File: src/dma_pkg.sv
// package: constants and types for one dma channel with software and event start
package dma_pkg;
	localparam int ADDR_W = 32;
	localparam int DATA_W = 16;
	localparam int CNT_W = 16;
	localparam int TRIG_W = 2;
	localparam logic [TRIG_W-1:0] TRIG_SOFTWARE = 2'h0;
	localparam logic [TRIG_W-1:0] TRIG_CONV_DONE = 2'h1;
	localparam logic [TRIG_W-1:0] TRIG_PERIPH_A = 2'h2;
	localparam logic [TRIG_W-1:0] TRIG_PERIPH_B = 2'h3;
	localparam logic [ADDR_W-1:0] ADDR_STEP = 32'h0000_0001;
	localparam logic [CNT_W-1:0] CNT_ONE = 16'h0001;
	localparam logic [CNT_W-1:0] CNT_RESET = 16'h0000;
	localparam logic [ADDR_W-1:0] ADDR_RESET = 32'h0000_0000;

	typedef enum logic [0:0] {
		ADDR_FIXED = 1'b0,
		ADDR_INCR = 1'b1
	} addr_mode_e;

	// channel_control_reg and its companions, as presented by software
	typedef struct packed {
		logic enable;
		logic software_start_bit;
		logic [TRIG_W-1:0] trigger_sel;
		addr_mode_e src_mode;
		addr_mode_e dst_mode;
	} channel_control_s;

	typedef struct packed {
		logic [ADDR_W-1:0] src_addr;
		logic [ADDR_W-1:0] dst_addr;
		logic [CNT_W-1:0] transfer_count_reg;
	} channel_setup_s;

	typedef struct packed {
		logic req;
		logic [ADDR_W-1:0] addr;
		logic we;
		logic [DATA_W-1:0] wdata;
	} mem_req_s;
endpackage : dma_pkg

File: src/dma_channel.sv
// module: one dma channel, software start or event paced
`timescale 1ns/1ps
`default_nettype none
module dma_channel
	import dma_pkg::*;
(
	// clock, reset, enable
	input wire logic sys_clk_i,
	input wire logic reset_i,
	input wire logic clk_en_i,
	// configuration from the cpu side
	input wire channel_control_s ctrl_i,
	input wire channel_setup_s setup_i,
	input wire logic setup_load_i,
	input wire logic done_clear_i,
	// peripheral events, asynchronous to sys_clk
	input wire logic conversion_done_event_i,
	input wire logic periph_a_event_i,
	input wire logic periph_b_event_i,
	// memory port, single beat per cycle with ready
	output mem_req_s mem_o,
	input wire logic mem_ready_i,
	input wire logic [DATA_W-1:0] mem_rdata_i,
	// status
	output logic busy_o,
	output logic done_o,
	output logic end_irq_o,
	output logic [CNT_W-1:0] count_o
);
	typedef enum logic [2:0] {
		ST_IDLE = 3'b001,
		ST_READ = 3'b010,
		ST_WRITE = 3'b100
	} state_e;

	// ==========================================================
	// event synchronisers
	logic [2:0] ev_meta_r;
	logic [2:0] ev_sync_r;
	logic [2:0] ev_prev_r;
	wire [2:0] ev_raw = {periph_b_event_i, periph_a_event_i, conversion_done_event_i};
	wire [2:0] ev_rise = ev_sync_r & ~ev_prev_r;

	always_ff @(posedge sys_clk_i or posedge reset_i) begin
		if (reset_i) begin
			ev_meta_r <= 3'h0;
			ev_sync_r <= 3'h0;
			ev_prev_r <= 3'h0;
		end else if (clk_en_i) begin
			ev_meta_r <= ev_raw;
			ev_sync_r <= ev_meta_r;
			ev_prev_r <= ev_sync_r;
		end
	end

	// ==========================================================
	// working registers
	state_e state_r;
	state_e state_nxt;
	logic [ADDR_W-1:0] src_r;
	logic [ADDR_W-1:0] dst_r;
	logic [CNT_W-1:0] cnt_r;
	logic [DATA_W-1:0] data_r;
	logic pend_r;
	logic armed_r;
	logic done_r;
	logic irq_r;

	// ==========================================================
	// trigger decode
	// the software code maps to no event, so a stray pin edge cannot start a software block
	function automatic logic sel_event(input logic [TRIG_W-1:0] sel, input logic [2:0] rise);
		unique case (sel)
			TRIG_SOFTWARE: sel_event = 1'b0;
			TRIG_CONV_DONE: sel_event = rise[0];
			TRIG_PERIPH_A: sel_event = rise[1];
			TRIG_PERIPH_B: sel_event = rise[2];
		endcase
	endfunction : sel_event

	// ==========================================================
	// request decode
	// a halted channel only accepts new setup; loading while running is ignored
	wire load_ok = setup_load_i && !ctrl_i.enable;
	wire sw_only = (ctrl_i.trigger_sel == TRIG_SOFTWARE);
	wire sw_go = ctrl_i.enable && ctrl_i.software_start_bit && !armed_r;

	// one synchronised edge per event is one transfer request
	wire ev_hit = sel_event(ctrl_i.trigger_sel, ev_rise);
	wire hw_req = ctrl_i.enable && !sw_only && ev_hit && !done_r;

	wire beat_go = (state_r == ST_IDLE) && (sw_only ? armed_r : pend_r);
	wire rd_done = (state_r == ST_READ) && mem_ready_i;
	wire wr_done = (state_r == ST_WRITE) && mem_ready_i;
	// count holds transfers minus one; the block ends when it would wrap below zero
	wire last_beat = wr_done && (cnt_r == CNT_RESET);
	wire [CNT_W-1:0] cnt_dec = cnt_r - CNT_ONE;

	wire [ADDR_W-1:0] src_next = (ctrl_i.src_mode == ADDR_INCR) ? src_r + ADDR_STEP : src_r;
	wire [ADDR_W-1:0] dst_next = (ctrl_i.dst_mode == ADDR_INCR) ? dst_r + ADDR_STEP : dst_r;

	always_comb begin
		state_nxt = state_r;
		unique case (state_r)
			ST_IDLE: begin
				if (beat_go) begin
					state_nxt = ST_READ;
				end
			end
			ST_READ: begin
				if (mem_ready_i) begin
					state_nxt = ST_WRITE;
				end
			end
			ST_WRITE: begin
				if (mem_ready_i) begin
					state_nxt = ST_IDLE;
				end
			end
			default: begin
				state_nxt = ST_IDLE;
			end
		endcase
	end

	// ==========================================================
	// state and datapath
	always_ff @(posedge sys_clk_i or posedge reset_i) begin
		if (reset_i) begin
			state_r <= ST_IDLE;
		end else if (clk_en_i) begin
			state_r <= ctrl_i.enable ? state_nxt : ST_IDLE;
		end
	end

	// same path serves internal and external memory; only addresses differ
	always_ff @(posedge sys_clk_i or posedge reset_i) begin
		if (reset_i) begin
			src_r <= ADDR_RESET;
			dst_r <= ADDR_RESET;
			cnt_r <= CNT_RESET;
		end else if (clk_en_i) begin
			if (load_ok) begin
				src_r <= setup_i.src_addr;
				dst_r <= setup_i.dst_addr;
				cnt_r <= setup_i.transfer_count_reg;
			end else if (wr_done) begin
				src_r <= src_next;
				dst_r <= dst_next;
				cnt_r <= cnt_dec;
			end
		end
	end

	always_ff @(posedge sys_clk_i or posedge reset_i) begin
		if (reset_i) begin
			data_r <= {DATA_W{1'b0}};
		end else if (clk_en_i && rd_done) begin
			data_r <= mem_rdata_i;
		end
	end

	// pending request: a new event wins over the consume of the previous one
	always_ff @(posedge sys_clk_i or posedge reset_i) begin
		if (reset_i) begin
			pend_r <= 1'b0;
		end else if (clk_en_i) begin
			if (!ctrl_i.enable) begin
				pend_r <= 1'b0;
			end else if (hw_req) begin
				pend_r <= 1'b1;
			end else if (beat_go) begin
				pend_r <= 1'b0;
			end
		end
	end

	always_ff @(posedge sys_clk_i or posedge reset_i) begin
		if (reset_i) begin
			armed_r <= 1'b0;
		end else if (clk_en_i) begin
			if (!ctrl_i.enable || last_beat) begin
				armed_r <= 1'b0;
			end else if (sw_go) begin
				armed_r <= 1'b1;
			end
		end
	end

	// done is sticky; a block end in the clear cycle still sets it
	always_ff @(posedge sys_clk_i or posedge reset_i) begin
		if (reset_i) begin
			done_r <= 1'b0;
			irq_r <= 1'b0;
		end else if (clk_en_i) begin
			irq_r <= last_beat;
			if (last_beat) begin
				done_r <= 1'b1;
			end else if (done_clear_i || load_ok) begin
				done_r <= 1'b0;
			end
		end
	end

	// ==========================================================
	// outputs
	// wdata stands from the read capture until the write beat is accepted
	always_comb begin
		mem_o.req = (state_r != ST_IDLE);
		mem_o.we = (state_r == ST_WRITE);
		mem_o.addr = (state_r == ST_WRITE) ? dst_r : src_r;
		mem_o.wdata = data_r;
	end

	assign busy_o = (state_r != ST_IDLE) || armed_r || pend_r;
	assign done_o = done_r;
	assign end_irq_o = irq_r;
	assign count_o = cnt_r;
endmodule : dma_channel
`default_nettype wire

File: config.mk
export PLATFORM = sky130hd
export DESIGN_NAME = dma_channel
export DESIGN_NICKNAME = d
export VERILOG_FILES = /design/src/dma_pkg.sv /design/src/dma_channel.sv
export SDC_FILE = /design/constraint.sdc
export NUM_CORES = 1
export LEC_CHECK = 0
export ABC_AREA = 0
export CAP_MARGIN = 20
export CORE_UTILIZATION = 50
export DETAILED_ROUTE_END_ITERATION = 7
export DONT_BUFFER_PORTS = 1
export GPL_TIMING_DRIVEN = 0
export PLACE_DENSITY = 0.66
export SETUP_SLACK_MARGIN = 0.15
export SYNTH_ARGS = -nofsm -noshare
export SYNTH_HDL_FRONTEND = slang
export SYNTH_SLANG_ARGS = --single-unit
File: constraint.sdc
create_clock -name sys_clk_i -period 3.46 [get_ports sys_clk_i]
set_input_delay 0.173 -clock sys_clk_i [delete_from_list [all_inputs] [get_ports sys_clk_i]]
set_output_delay 0.173 -clock sys_clk_i [all_outputs]
set_load 0.05 [all_outputs]
### Word-level counts from Yosys, hierarchy flattened

Index checks and enable logic that the tools add are counted.

| word-level totals | value |
|---|---|
| bits in registers | 112 |
| bits in latches | 0 |
| bits in writable memories | 0 |
| bits in read-only memories | 0 |
| input bits | 111 |
| output and inout bits | 69 |
| logic and storage cells | 84 |
| memories kept | 0 |

| operators by class | value |
|---|---|
| add/subtract/negate cells | 3 |
| multiply operators | 0 |
| div/mod/pow operators | 0 |
| magnitude comparators | 0 |
| equality and inequality tests | 11 |
| shift-type cells | 0 |
| muxes and demuxes | 23 |
| bitwise logic cells | 2 |
| reduce and logical (&&, ||, !) cells | 33 |

Operators by type and width:

| operator | count |
|---|---|
| $mux 32 | 7 |
| $add 32x1->32 const B | 2 |
| $mux 16 | 2 |
| $logic_not 16->1 | 1 |
| $sub 16x1->16 const B | 1 |
| $mux 3 | 4 |
| $logic_and 1x1->1 | 11 |
| $reduce_bool 2->1 | 5 |
| $pmux 3 s3 | 1 |
| $mux 1 | 8 |
| $reduce_and 2->1 | 4 |
| $ne 3x1->1 const B | 2 |
| $ne 3x3->1 const B | 2 |
| $reduce_and 3->1 | 2 |
| $eq 2x2->1 const B | 2 |
| $logic_not 1->1 | 4 |
| $logic_or 1x1->1 | 4 |
| $pmux 1 s4 | 1 |
| $reduce_and 4->1 | 1 |
| $and 3x3->3 | 1 |
| $eq 3x1->1 const B | 1 |
| $eq 3x2->1 const B | 1 |
| $eq 3x3->1 const B | 1 |
| $ne 3x2->1 const B | 1 |
| other kinds (3) | 3 |

### Logic depth before layout (Yosys ltp)

| depth | value |
|---|---|
| depth in word-level cells | 7 |
| mapped depth | 7 |
| depth with buffers taken out | 6 |

### Worst setup path before layout

No wires, ideal clock.

| timing path | value |
|---|---|
| path type | reg2out |
| start | reg state_r[2] |
| end | out mem_o[32] in the netlist's numbering |
| arrival time | 2.420 ns |
| required time | 3.287 ns |
| setup slack | 0.867 ns |
| stages on the path, launching flop included | 6 |
| path buffers | 3 |
| path through | dfrtp_1 > buf_2 > nor3b_1 > buf_2 > buf_1 > o21ai_0 |

RTL lines:

| element | RTL line | RTL |
|---|---|---|
| start: declaration | dma_channel.sv:58 | `state_e state_r;` |
| start signal: assignment | dma_channel.sv:132 | `state_r <= ctrl_i.enable ? state_nxt : ST_IDLE;` |
| end: declaration | dma_channel.sv:21 | `output mem_req_s mem_o,` |

==> run summary <==
status - finished clean
layout cells sized above 1 - 12.17%
DRC viols - 0
largest net degree at the start of global routing - 74
Top FF cell, synth - dfrtp_1
Cells after Synth - 784
IO Pins - 180
Util after Layout - 58.64%
Tcrit/Tclk final - 91.76%
die width - 118.7 µm
slowest CP cell - o21ai_1
Max stage delay on crit path - 1060 ps
maximum fanout along the worst path - 10
Period minus WS final - 3175 ps
Via density - 6.690
vias in the first global route - 6605
Detailed Route WL - 23.93 mm
row count - 42
wire length on met1 - 9.491 mm
Least-Margin Pin Slew - 1064 ps
Worst Reg2Reg Path Length in Cells - 6
Worst EP required - 3290 ps
CP cell instances - buf_2 > nor3b_1 > buf_2 > clkdlybuf4s15_1 > o21ai_1
RSZ-0062 raised after global routing - no
Max Cap Viol - 0
drt pass-1 iters - 5
Worst VDD drop - 363.6 µV
fillers - 1233
CTS Buffer Depth - 2
top sig layer - met4
Fin Setup TNS - 0 ps
footprint of the multi-input gates - 3731 µm²
Max Clock Skew - 9.991 ps
post-route ant nets - 0
first-pass GRT wire length - 37.29 mm
met2 WL - 11.20 mm
Starting Density - 51.46%
Root Buffer - clkbuf_16
r2r setup slk - 970 ps
distinct cell type count after synthesis - 60
Syn Area/Cell - 8.691 µm²
clock sink total - 112
First DRT Iteration DRCs - 879
Post-DP Area - 7067 µm²
placer congestion estimate - 0.9600
TritonCTS clock tree - built
P&R area growth vs syn - 13.96%
GR Util All Layers - 34.84%
net count after synthesis - 899
Final Max Tran Viols - 0
post-synthesis sequential area ratio - 41.15%
die area - 14100 µm²
Pwr Total - 4.779 mW
Hold Violations, Final - 0
Worst Setup Start Kind - register
area of the mapped netlist - 6814 µm²
Vias - 6804
Die Ht - 118.7 µm
Clock transition at path regs - 80 ps
ys async rst share - 100.0%
crit end category - output pin
number of synthesized flops with an enable pin - 0
Final setup viols - 0
# port buffers - 0
PD cells - 615.5 nW/µm²
wire length on met3 - 2.614 mm
Critical Path AT - 3000 ps
Crit Reg-Reg Startpoint - src_r[0]
Core Region - 13240 µm²
number of synthesized register bits - 112
Sequential cell area - 2804 µm²
Worst Hold Class - primary input to register
Rel. slew slack - 28.57%
CP Class - register to output pin
CP endpoint - mem_o[32]
nets - 948
# Post-CTS Setup Buffers - 0
Inserted Clock Buffers - 9
Synth Warn # - 0
Max Freq - 315.0 MHz
reg2reg end - src_r[26]
H-tree levels - 3
Worst path most repeated cell - buf_2
Setup crit start - state_r[2]
Clock Latency Late Sink - 370 ps
GRT overflow - 0
final instance area - 7765 µm²
initial antenna violation count - 1
LEAKAGE - 3.013 nW
final hold slack - 13.27 ps
WL/cell - 23.53 µm
DP HPWL - 16.95 mm
==> state kept, by name, indices dropped and copies added (netlist names), 3 cells and up <==
| signal | flops |
|---|---|
| count_o | 16 |
| data_r | 16 |
| dst_r | 32 |
| ev_meta_r | 3 |
| ev_prev_r | 3 |
| ev_sync_r | 3 |
| src_r | 32 |
| state_r | 3 |
==> final cells by class <==
type,count,area share [%]
Buffer,56,2.949
Clock buffer,9,2.900
Timing Repair Buffer,38,5.124
Antenna cell,3,0.09668
Inverter,15,0.7896
Sequential cell,112,36.11
Clock inverter,7,1.144
Multi-Input combinational cell,601,48.05
Tap cell,176,2.836
==> cells by family (layout without fill, tap and decap cells) <==
logic type / after synthesis / in the layout / synth area share, %
simple gates: 291 / 291 / 21.74
compound gates: 250 / 250 / 23.10
flops: 112 / 112 / 41.15
buf+inv: 71 / 125 / 4.095
mux: 55 / 55 / 9.052
fa+ha+maj: 4 / 4 / 0.7345
xor+xnor: 1 / 1 / 0.1286
other cells: 0 / 3 / 0
==> what timing repair did <==
item                                    CTS  global route
endpoints found under the setup margin    0             1
gates resized for setup                   0             1
hold buffers                             37             0
endpoints found under the hold margin    76             0
==> how the worst min path moves through the flow <==
stage	startpoint	end	slack, ps	cells after the start
after floorplan	setup_i[41]	dst_r[25]	310	2
after detailed placement	reset_i	data_r[4]	60	1
after global placement	setup_i[33]	dst_r[17]	320	2
after global routing	setup_i[28]	dst_r[12]	8	2
final	setup_i[51]	src_r[3]	10	2
after CTS	setup_i[51]	src_r[3]	5	2
==> critical path, delay by kind of cell (launching register included) <==
family / cells / cell delay [ps]
simple gates: 1 / 160
buf+inv: 3 / 1030
flops: 1 / 360
compound gates: 1 / 1060
==> routing by layer <==
metal | global-route usage (%) | vias up
met5 | 0 | -
met4 | 12.03 | 0
met3 | 9.749 | 48
met2 | 55.01 | 433
met1 | 45.84 | 3296
li1 | - | 3027
==> stage by stage <==
stage                     setup WS (ps)  instances
after global routing              165.4       1015
after floorplan                   329.7        784
after global placement            -1043        960
after CTS                         336.4       1014
after detailed placement          748.7        961
final                             285.2       1017
==> placed cells by master, fill, tap and decap left out, drive strengths merged, types with 4 or more instances in the layout <==
master       synthesis  routed
dfrtp              111     111
nand2               81      81
a21oi               80      80
nor2                59      59
o21ai               58      58
mux2                53      53
clkbuf              40      49
nand3               44      44
dlygate4sd3          0      37
nor3                25      25
a2bb2oi             22      22
nand4               22      22
o22ai               21      21
inv                 15      18
a31oi               16      16
buf                 16      16
and3                13      13
or3                 11      11
o22a                10      10
and2                 7       7
nor4                 6       6
nand2b               5       5
and4                 5       5
or4                  5       5
a311oi               4       4
o2bb2ai              4       4
ha                   4       4
==> synthesized netlist by cell type (all sizes together) (6+ instances only) <==
cell / instances / area share [%]
clkbuf: 40 / 2.2
inv: 15 / 0.83
o21ai: 58 / 4.3
and3: 13 / 1.2
a21oi: 80 / 5.9
and2: 7 / 0.64
nand4: 22 / 2.3
nor4: 6 / 0.99
or3: 11 / 1.0
dfrtp: 111 / 41
o22a: 10 / 1.3
nand2: 81 / 4.5
a31oi: 16 / 1.5
nor2: 59 / 3.3
mux2: 53 / 8.8
a2bb2oi: 22 / 2.8
nand3: 44 / 3.2
nor3: 25 / 1.9
buf: 16 / 1.0
o22ai: 21 / 1.9
==> power breakdown <==
| part | internal, mW | leakage, nW | switching, mW |
|---|---|---|---|
| Sequential | 1.59 | 1.35 | 0.733 |
| Clock | 0.580 | 0.155 | 0.549 |
| Combinational | 0.448 | 1.51 | 0.875 |
| Total | 2.62 | 3.01 | 2.16 |
(Power assumes the default switching activity.)
